File: src/flipc_params.svh
// Constants of the four-level interrupt priority controller.
// Assumes sources are numbered by natural order, index 0 ranked highest.
// Function
// - Per-source enable gates each request
// - Global enable low blocks every source request; wake is not gated
// - Masked requests stay pending until enabled
// - Any set flag raises its interrupt
// - Software writes flags: one sets, zero clears
// - Two bits give levels zero to three
// - Preempt only by strictly higher level
// - Return resumes interrupted lower level service
// - Highest level wins, ties by natural order
// - Fixed natural order of eighteen sources
// - Fixed vector address per source
// - Only listed sources wake from power-down
// - External flag: edge autoclears, level is the inverted pin
// - Timers 0,1,3 autoclear; timer 2 not
// - Level pin channel flag mirrors channel state
`ifndef FLIPC_PARAMS_SVH
`define FLIPC_PARAMS_SVH

// ----------------------------------------------------------------------------
// Sizes
// ----------------------------------------------------------------------------
`define FLIPC_NSRC 18
`define FLIPC_NPIN 8
`define FLIPC_IDXW 5

// ----------------------------------------------------------------------------
// Source indices in natural order
// ----------------------------------------------------------------------------
`define FLIPC_SRC_EXT0  5'h00
`define FLIPC_SRC_BOD   5'h01
`define FLIPC_SRC_WDT   5'h02
`define FLIPC_SRC_TMR0  5'h03
`define FLIPC_SRC_I2C   5'h04
`define FLIPC_SRC_ADC   5'h05
`define FLIPC_SRC_EXT1  5'h06
`define FLIPC_SRC_PIN   5'h07
`define FLIPC_SRC_TMR1  5'h08
`define FLIPC_SRC_SER0  5'h09
`define FLIPC_SRC_FB    5'h0a
`define FLIPC_SRC_SPI   5'h0b
`define FLIPC_SRC_TMR2  5'h0c
`define FLIPC_SRC_CAP   5'h0d
`define FLIPC_SRC_PWM   5'h0e
`define FLIPC_SRC_SER1  5'h0f
`define FLIPC_SRC_TMR3  5'h10
`define FLIPC_SRC_WKT   5'h11

// ----------------------------------------------------------------------------
// Vector addresses
// ----------------------------------------------------------------------------
`define FLIPC_VEC_RESET 16'h0000
`define FLIPC_VEC_EXT0  16'h0003
`define FLIPC_VEC_TMR0  16'h000b
`define FLIPC_VEC_EXT1  16'h0013
`define FLIPC_VEC_TMR1  16'h001b
`define FLIPC_VEC_SER0  16'h0023
`define FLIPC_VEC_TMR2  16'h002b
`define FLIPC_VEC_I2C   16'h0033
`define FLIPC_VEC_PIN   16'h003b
`define FLIPC_VEC_BOD   16'h0043
`define FLIPC_VEC_SPI   16'h004b
`define FLIPC_VEC_WDT   16'h0053
`define FLIPC_VEC_ADC   16'h005b
`define FLIPC_VEC_CAP   16'h0063
`define FLIPC_VEC_PWM   16'h006b
`define FLIPC_VEC_FB    16'h0073
`define FLIPC_VEC_SER1  16'h007b
`define FLIPC_VEC_TMR3  16'h0083
`define FLIPC_VEC_WKT   16'h008b

// ----------------------------------------------------------------------------
// Source masks and reset values
// ----------------------------------------------------------------------------
`define FLIPC_WAKE_MASK    18'h200c7
`define FLIPC_AUTOCLR_MASK 18'h10108
`define FLIPC_FLAG_RST     18'h00000
`define FLIPC_SVC_RST      4'h0

`endif

File: src/flipc_pkg.sv
// Types shared by the interrupt priority controller modules.
// Assumes flipc_params.svh is on the include path.
`include "flipc_params.svh"

package flipc_pkg;

  typedef logic [1:0]              flipc_lvl_t;
  typedef logic [`FLIPC_IDXW-1:0]  flipc_idx_t;
  typedef logic [`FLIPC_NSRC-1:0]  flipc_vec_t;

  typedef struct packed {
    flipc_vec_t               flag_r;
    logic [`FLIPC_NPIN-1:0]   pin_flag_r;
    logic [1:0]               ext_prev_r;
    logic [3:0]               svc_r;
    logic                     req_r;
    flipc_idx_t               src_r;
    flipc_lvl_t               lvl_r;
    logic [15:0]              vec_r;
    logic                     wake_r;
  } flipc_state_s;

  // Highest level currently marked in service.
  function automatic flipc_lvl_t flipc_top_level(input logic [3:0] svc);
    flipc_lvl_t l;
    l = 2'h0;
    for (int i = 0; i < 4; i++) begin
      if (svc[i]) begin
        l = flipc_lvl_t'(i);
      end
    end
    return l;
  endfunction

endpackage

File: src/flipc_arbiter.sv
// Combinational winner pick among pending, enabled requests.
// Assumes index 0 is the highest natural rank.
`timescale 1ns/1ps
`include "flipc_params.svh"

module flipc_arbiter
  import flipc_pkg::*;
#(
  parameter int N  = `FLIPC_NSRC,
  parameter int IW = `FLIPC_IDXW
) (
  input  wire logic [N-1:0]  req_in,      // Eligible requests
  input  wire logic [N-1:0]  prio_hi_in,  // Level high bits
  input  wire logic [N-1:0]  prio_lo_in,  // Level low bits
  output logic               found_out,   // Any request present
  output logic [IW-1:0]      idx_out,     // Winning source index
  output flipc_lvl_t         lvl_out      // Winning level
);

  // --------------------------------------------------------------------------
  // Priority search
  // --------------------------------------------------------------------------
  // Scanning from the lowest rank up with >= lets a higher natural rank
  // replace an equal-level candidate, so ties settle by natural order.
  always_comb begin
    flipc_lvl_t l;
    l         = 2'h0;
    found_out = 1'b0;
    idx_out   = '0;
    lvl_out   = 2'h0;
    for (int i = N - 1; i >= 0; i--) begin
      l = {prio_hi_in[i], prio_lo_in[i]};
      if (req_in[i] && (!found_out || l >= lvl_out)) begin
        found_out = 1'b1;
        idx_out   = IW'(i);
        lvl_out   = l;
      end
    end
  end

endmodule

File: src/flipc_ctrl.sv
// Four-level interrupt priority controller: flags, enables, arbitration,
// service-level tracking, vector and power-down wake request.
// Assumes a core that samples the registered request at instruction
// boundaries, pulses take_in when it vectors and reti_in on return.
`timescale 1ns/1ps
`include "flipc_params.svh"

module flipc_ctrl
  import flipc_pkg::*;
#(
  parameter int NPIN = `FLIPC_NPIN
) (
  input  wire logic                  clk_in,              // System clock
  input  wire logic                  rst_in,              // Sync reset, high
  input  wire logic                  global_irq_enable_in, // Global enable
  input  wire logic [17:0]           enable_in,           // Per-source enable
  input  wire logic [17:0]           priority_high_bits_in, // Level high bit
  input  wire logic [17:0]           priority_low_bits_in,  // Level low bit
  input  wire logic [17:0]           hw_set_in,           // Flag set pulses
  input  wire logic                  sw_wr_in,            // Flag write strobe
  input  wire flipc_idx_t            sw_idx_in,           // Flag write index
  input  wire logic                  sw_data_in,          // Flag write value
  input  wire logic                  ext0_pin_in,         // External 0 pin
  input  wire logic                  ext1_pin_in,         // External 1 pin
  input  wire logic [1:0]            ext_edge_mode_in,    // 1 edge, 0 level
  input  wire logic [NPIN-1:0]       pin_level_mode_in,   // 1 level channel
  input  wire logic [NPIN-1:0]       pin_state_in,        // Level chan state
  input  wire logic [NPIN-1:0]       pin_set_in,          // Edge chan pulses
  input  wire logic                  pin_wr_in,           // Pin flag write
  input  wire logic [NPIN-1:0]       pin_wr_data_in,      // Pin flag values
  input  wire logic [1:0]            twowire_flags_in,    // Status, time-out
  input  wire logic [1:0]            serial0_flags_in,    // Receive, transmit
  input  wire logic [2:0]            serial_periph_flags_in, // Three flags
  input  wire logic [2:0]            capture_flags_in,    // Three channels
  input  wire logic [1:0]            serial1_flags_in,    // Receive, transmit
  input  wire logic                  take_in,             // Core vectors now
  input  wire logic                  reti_in,             // Handler returned
  output logic                       irq_req_out,         // Request to core
  output logic [15:0]                irq_vector_out,      // Vector address
  output flipc_idx_t                 irq_source_out,      // Winning source
  output flipc_lvl_t                 irq_level_out,       // Winning level
  output logic                       wake_out,            // Power-down wake
  output logic [17:0]                flags_out,           // Stored flags
  output logic [NPIN-1:0]            pin_flags_out,       // Pin chan flags
  output logic [3:0]                 svc_level_out        // Levels in service
);

  // --------------------------------------------------------------------------
  // Vector lookup
  // --------------------------------------------------------------------------
  function automatic logic [15:0] vec_of(input flipc_idx_t idx);
    logic [15:0] v;
    v = `FLIPC_VEC_RESET;
    case (idx)
      `FLIPC_SRC_EXT0: v = `FLIPC_VEC_EXT0;
      `FLIPC_SRC_BOD:  v = `FLIPC_VEC_BOD;
      `FLIPC_SRC_WDT:  v = `FLIPC_VEC_WDT;
      `FLIPC_SRC_TMR0: v = `FLIPC_VEC_TMR0;
      `FLIPC_SRC_I2C:  v = `FLIPC_VEC_I2C;
      `FLIPC_SRC_ADC:  v = `FLIPC_VEC_ADC;
      `FLIPC_SRC_EXT1: v = `FLIPC_VEC_EXT1;
      `FLIPC_SRC_PIN:  v = `FLIPC_VEC_PIN;
      `FLIPC_SRC_TMR1: v = `FLIPC_VEC_TMR1;
      `FLIPC_SRC_SER0: v = `FLIPC_VEC_SER0;
      `FLIPC_SRC_FB:   v = `FLIPC_VEC_FB;
      `FLIPC_SRC_SPI:  v = `FLIPC_VEC_SPI;
      `FLIPC_SRC_TMR2: v = `FLIPC_VEC_TMR2;
      `FLIPC_SRC_CAP:  v = `FLIPC_VEC_CAP;
      `FLIPC_SRC_PWM:  v = `FLIPC_VEC_PWM;
      `FLIPC_SRC_SER1: v = `FLIPC_VEC_SER1;
      `FLIPC_SRC_TMR3: v = `FLIPC_VEC_TMR3;
      `FLIPC_SRC_WKT:  v = `FLIPC_VEC_WKT;
      default:         v = `FLIPC_VEC_RESET;
    endcase
    return v;
  endfunction

  // --------------------------------------------------------------------------
  // State and request gathering
  // --------------------------------------------------------------------------
  flipc_state_s s_r;
  flipc_state_s s_nxt;
  flipc_vec_t   req_c;
  flipc_vec_t   elig_c;
  logic         found_c;
  flipc_idx_t   win_idx_c;
  flipc_lvl_t   win_lvl_c;
  logic         take_c;
  logic         allowed_c;

  // Sources whose flag is cleared by vectoring, as an indexable constant.
  localparam flipc_vec_t AUTOCLR_MASK = `FLIPC_AUTOCLR_MASK;

  // A take while nothing is presented is ignored so a stray strobe cannot
  // mark a level in service.
  assign take_c = take_in && s_r.req_r;

  // Stored flags stay set while masked, so they are served later.
  always_comb begin
    req_c = s_r.flag_r;
    req_c[`FLIPC_SRC_I2C]  = s_r.flag_r[`FLIPC_SRC_I2C] |
                             (|twowire_flags_in);
    req_c[`FLIPC_SRC_SER0] = s_r.flag_r[`FLIPC_SRC_SER0] |
                             (|serial0_flags_in);
    req_c[`FLIPC_SRC_SPI]  = s_r.flag_r[`FLIPC_SRC_SPI] |
                             (|serial_periph_flags_in);
    req_c[`FLIPC_SRC_CAP]  = s_r.flag_r[`FLIPC_SRC_CAP] |
                             (|capture_flags_in);
    req_c[`FLIPC_SRC_SER1] = s_r.flag_r[`FLIPC_SRC_SER1] |
                             (|serial1_flags_in);
    req_c[`FLIPC_SRC_PIN]  = s_r.flag_r[`FLIPC_SRC_PIN] |
                             (|s_r.pin_flag_r);
  end

  assign elig_c = req_c & enable_in &
                  {`FLIPC_NSRC{global_irq_enable_in}};

  flipc_arbiter #(
    .N  (`FLIPC_NSRC),
    .IW (`FLIPC_IDXW)
  ) u_arb (
    .req_in     (elig_c),
    .prio_hi_in (priority_high_bits_in),
    .prio_lo_in (priority_low_bits_in),
    .found_out  (found_c),
    .idx_out    (win_idx_c),
    .lvl_out    (win_lvl_c)
  );

  // Same or lower level waits while anything is in service.
  assign allowed_c = found_c &&
                     (s_r.svc_r == `FLIPC_SVC_RST ||
                      win_lvl_c > flipc_top_level(s_r.svc_r));

  // --------------------------------------------------------------------------
  // Next state
  // --------------------------------------------------------------------------
  always_comb begin
    logic       set_b;
    logic       clr_b;
    flipc_idx_t ei;
    logic       pin_b;
    logic       edge_b;
    set_b  = 1'b0;
    clr_b  = 1'b0;
    ei     = `FLIPC_SRC_EXT0;
    pin_b  = 1'b0;
    edge_b = 1'b0;
    s_nxt  = s_r;

    // Set wins over clear for every stored flag except a level-mode external flag, which follows its pin.
    for (int i = 0; i < `FLIPC_NSRC; i++) begin
      set_b = hw_set_in[i] ||
              (sw_wr_in && sw_idx_in == flipc_idx_t'(i) && sw_data_in);
      clr_b = (sw_wr_in && sw_idx_in == flipc_idx_t'(i) && !sw_data_in) ||
              (take_c && s_r.src_r == flipc_idx_t'(i) &&
               AUTOCLR_MASK[i]);
      if (set_b) begin
        s_nxt.flag_r[i] = 1'b1;
      end else if (clr_b) begin
        s_nxt.flag_r[i] = 1'b0;
      end
    end

    // External pins: falling edge sets, entry clears; level flag is the inverted pin.
    for (int e = 0; e < 2; e++) begin
      ei     = (e == 0) ? `FLIPC_SRC_EXT0 : `FLIPC_SRC_EXT1;
      pin_b  = (e == 0) ? ext0_pin_in : ext1_pin_in;
      edge_b = s_r.ext_prev_r[e] && !pin_b;
      s_nxt.ext_prev_r[e] = pin_b;
      if (!ext_edge_mode_in[e]) begin
        s_nxt.flag_r[ei] = !pin_b;
      end else if (edge_b || hw_set_in[ei] ||
                   (sw_wr_in && sw_idx_in == ei && sw_data_in)) begin
        s_nxt.flag_r[ei] = 1'b1;
      end else if (take_c && s_r.src_r == ei) begin
        s_nxt.flag_r[ei] = 1'b0;
      end
    end

    // Pin channels; vectoring leaves these flags to software.
    for (int c = 0; c < NPIN; c++) begin
      if (pin_level_mode_in[c]) begin
        s_nxt.pin_flag_r[c] = pin_state_in[c];
      end else if (pin_set_in[c]) begin
        s_nxt.pin_flag_r[c] = 1'b1;
      end else if (pin_wr_in) begin
        s_nxt.pin_flag_r[c] = pin_wr_data_in[c];
      end
    end

    // Service levels: a return pops the top level, a take pushes one.
    if (reti_in) begin
      s_nxt.svc_r[flipc_top_level(s_r.svc_r)] = 1'b0;
    end
    if (take_c) begin
      s_nxt.svc_r[s_r.lvl_r] = 1'b1;
    end

    // Request is dropped for a cycle on take or return, so the core never
    // sees a stale winner computed before the service levels moved.
    s_nxt.req_r  = allowed_c && !take_c && !reti_in;
    s_nxt.src_r  = win_idx_c;
    s_nxt.lvl_r  = win_lvl_c;
    s_nxt.vec_r  = vec_of(win_idx_c);
    s_nxt.wake_r = |(req_c & enable_in & `FLIPC_WAKE_MASK);
  end

  always_ff @(posedge clk_in) begin
    if (rst_in) begin
      s_r <= '0;
    end else begin
      s_r <= s_nxt;
    end
  end

  // --------------------------------------------------------------------------
  // Outputs
  // --------------------------------------------------------------------------
  assign irq_req_out    = s_r.req_r;
  assign irq_vector_out = s_r.vec_r;
  assign irq_source_out = s_r.src_r;
  assign irq_level_out  = s_r.lvl_r;
  assign wake_out       = s_r.wake_r;
  assign flags_out      = s_r.flag_r;
  assign pin_flags_out  = s_r.pin_flag_r;
  assign svc_level_out  = s_r.svc_r;

endmodule

File: config.mk
export PLATFORM = sky130hd
export DESIGN_NAME = flipc_ctrl
export DESIGN_NICKNAME = d
export VERILOG_FILES = /design/src/flipc_pkg.sv /design/src/flipc_arbiter.sv /design/src/flipc_ctrl.sv
export VERILOG_INCLUDE_DIRS = /design/src
export SDC_FILE = /design/constraint.sdc
export NUM_CORES = 1
export LEC_CHECK = 0
export BUFFER_PORTS_ARGS = -buffer_cell sky130_fd_sc_hd__buf_4
export CELL_PAD_IN_SITES_DETAIL_PLACEMENT = 1
export CELL_PAD_IN_SITES_GLOBAL_PLACEMENT = 1
export CORE_ASPECT_RATIO = 0.5
export CORE_MARGIN = 8
export CORE_UTILIZATION = 35
export CTS_BUF_LIST = sky130_fd_sc_hd__clkbuf_8 sky130_fd_sc_hd__clkbuf_16
export DETAILED_ROUTE_END_ITERATION = 16
export PLACE_DENSITY_LB_ADDON = 0.1
export SLEW_MARGIN = 20
export SYNTH_ARGS = -nofsm -noshare
export SYNTH_HDL_FRONTEND = slang
export SYNTH_SLANG_ARGS = --single-unit
File: constraint.sdc
create_clock -name clk_in -period 32.5 [get_ports clk_in]
set_clock_uncertainty 0.2 [all_clocks]
set_input_delay 6.5 -clock clk_in [delete_from_list [all_inputs] [get_ports clk_in]]
set_output_delay 6.5 -clock clk_in [all_outputs]
set_load 0.02 [all_outputs]
==> flow_summary.json <==
{
  "grt_max_degree": 41,
  "power_density_nw_per_um2": 39.09,
  "gr-total-overflow": 0,
  "gp_congestion": 0.8899,
  "place_ws_ps": 2788,
  "antenna_found_initial": 0,
  "outcome": "completed",
  "grt_pass1_wl_um": 26880,
  "finalNetCount": 902,
  "wire_per_inst_um": 18.85,
  "num_rows": 29,
  "syn_to_final_growth_pct": 27.52,
  "crit_family": "compound AO/OA/AOI/OAI gates",
  "worstSetupPathType": "primary input to flip-flop",
  "firstDrtPassIters": 4,
  "worstPathArrival_ps": 29710,
  "netlist_instances": 612,
  "wl_um": 17100,
  "n_antenna_cell": 0,
  "post-route-period-util_pct": 91.48,
  "grt_pass1_vias": 5211,
  "dpl.hpwl_um": 14390,
  "detail_route.iter0.violations": 198,
  "hold_viol_final": 0,
  "leakage_nw": 2.808,
  "cts_max_level": 2,
  "cts_setup_buffers": 0,
  "slowest_delay_ps": 610,
  "report.final.slew_viol_count": 0,
  "worstMarginPinSlew_ps": 970.4,
  "synth_top_area_cell": "dfxtp_1",
  "cts_sinks": 47,
  "clkTransAtPathRegs_ps": 60,
  "drc": 0,
  "fin_tns_setup_ps": 0,
  "synth_seq_area_share_pct": 20.51,
  "coreArea_um2": 12740,
  "antenna_left": 0,
  "port_buffers": 178,
  "track_usage_pct": 18.93,
  "fin_crit_ps": 29730,
  "maxCapViolCount": 0,
  "yosysMostFrequentCell": "nor2_1",
  "yosys_warnings": 0,
  "rr_worst_depth": 105,
  "fmax_mhz": 33.64,
  "cts_root_buf": "clkbuf_16",
  "critPathCaptureType": "flip-flop",
  "cp_slowest_cell": "a2111oi_0",
  "ys_async_sr_fraction_pct": 0,
  "ys_types": 73,
  "cts_tree": "done",
  "ys.flop_type": "dfxtp_1",
  "ir_drop_uv": 17.68,
  "synth_top_area_share_pct": 20.51,
  "cp_max_fo": 29,
  "cts_made_buffers": 5,
  "synthTopCellsByCount": "nor2_1, inv_1, buf_4",
  "post_cts_resized": 0,
  "hold_path.class": "flip-flop to flip-flop",
  "pin_count": 188,
  "worst_ep_required_time_ps": 32480,
  "postCtsHoldBufs": 0,
  "ys_seq_elements": 47,
  "num_vias": 4852,
  "layout_setup_ws_ps": 2769,
  "hold_depth": 2,
  "rsz0062_at_grt": "no",
  "clk_path_buf_depth": 2,
  "cpMostUsedCell": "ha_1",
  "die_w_um": 177.9,
  "syn-cell-area_um2": 4587,
  "start_util_pct": 36.02,
  "netlist_top_cells_area": "dfxtp_1, buf_4, ha_1",
  "startpoint_type": "primary input",
  "drive_gt1_share_pct": 27.68,
  "die-area_um2": 17250,
  "drt-vias-per-instance": 5.350,
  "hold-worst-slack_ps": 303.8,
  "cp_num_cells": 106,
  "slew_headroom_pct": 34.87,
  "syn_avg_cell_area_um2": 7.495,
  "finalSetupViolCount": 0,
  "synth_edf_count": 0,
  "clk_latency_ps": 290,
  "critPathBufInv": 1,
  "fp.dieH_um": 96.95
}
[cells in the final DEF (no fill, tap or decap), types with 18 or more instances in the layout]
| cell | instances |
|---|---|
| buf_4 | 178 |
| nor2_1 | 62 |
| inv_1 | 56 |
| dfxtp_1 | 47 |
| a21oi_1 | 43 |
| nand2_1 | 37 |
| ha_1 | 32 |
| o21ai_0 | 25 |
| nand3_1 | 22 |
| mux2i_1 | 22 |
| nand2b_1 | 18 |
[path summary, 6_finish.rpt]
path / from / endpoint / slack, ps
setup / recovery: global_irq_enable_in / irq_vector_out[6]$_SDFF_PP0_ / 2770
hold / removal: irq_req_out$_SDFF_PP0_ / svc_level_out[3]$_SDFF_PP0_ / 300
setup reg to reg: flags_out[17]$_SDFFE_PP0P_ / irq_vector_out[6]$_SDFF_PP0_ / 8750
hold reg to reg: irq_req_out$_SDFF_PP0_ / svc_level_out[3]$_SDFF_PP0_ / 300
[logic make-up (layout without fill, tap and decap cells)]
group | after synthesis | count (layout) | share of synthesized area [%]
and+or+nand+nor | 213 | 213 | 23.46
AOI/OAI and AO/OA | 169 | 169 | 26.41
buffers and inverters | 124 | 241 | 14.95
DFF | 47 | 47 | 20.51
adders and majority gates | 32 | 32 | 8.729
muxes | 26 | 26 | 5.865
other | 1 | 9 | 0.08175
[cell type report]
type,count,area (µm²)
Clock buffer,5,125.1
Tap cell,170,212.7
Fill cell,1593,6887
Timing Repair Buffer,178,1336
Inverter,56,210.2
Sequential cell,47,940.9
Multi-Input combinational cell,449,2990
Clock inverter,2,33.78
[registers in the layout, summed over array words and instances (netlist names)]
register	cells
irq_req_out	1
irq_vector_out	6
irq_level_out	2
pin_flags_out	8
svc_level_out	4
flags_out	18
wake_out	1
irq_source_out	5
s_r	2
[tightest hold or removal path, stage by stage, from the launching register on]
cell and delay (ps):
dfxtp_1 330, nand4_1 80, a21oi_1 50
[report_power, final]
group          switching (mW)  leakage (nW)  internal, mW
clock                  0.0219        0.0811        0.0356
combinational          0.0567          2.34        0.0452
sequential            0.00549         0.391        0.0637
[routing by layer]
layer  share of wire, %  GRT usage [%]  wire length (µm)
met1                 45          24.41              7754
met2                 46          30.66              7817
met3                8.6          6.594              1472
met4               0.30          2.293                51
met5                  0              0                 0
[through the flow]
step	instances	util (%)	instance area [µm²]	total power, mW
floorplan	620	-	4617	0.1397
global placement	900	44.68	5690	0.1696
detailed placement	900	44.68	5690	0.1722
CTS	907	45.93	5849	0.2307
global route	907	45.93	5849	0.2445
finish	907	45.93	5849	0.2287
Power figures use the tool's default switching activity.
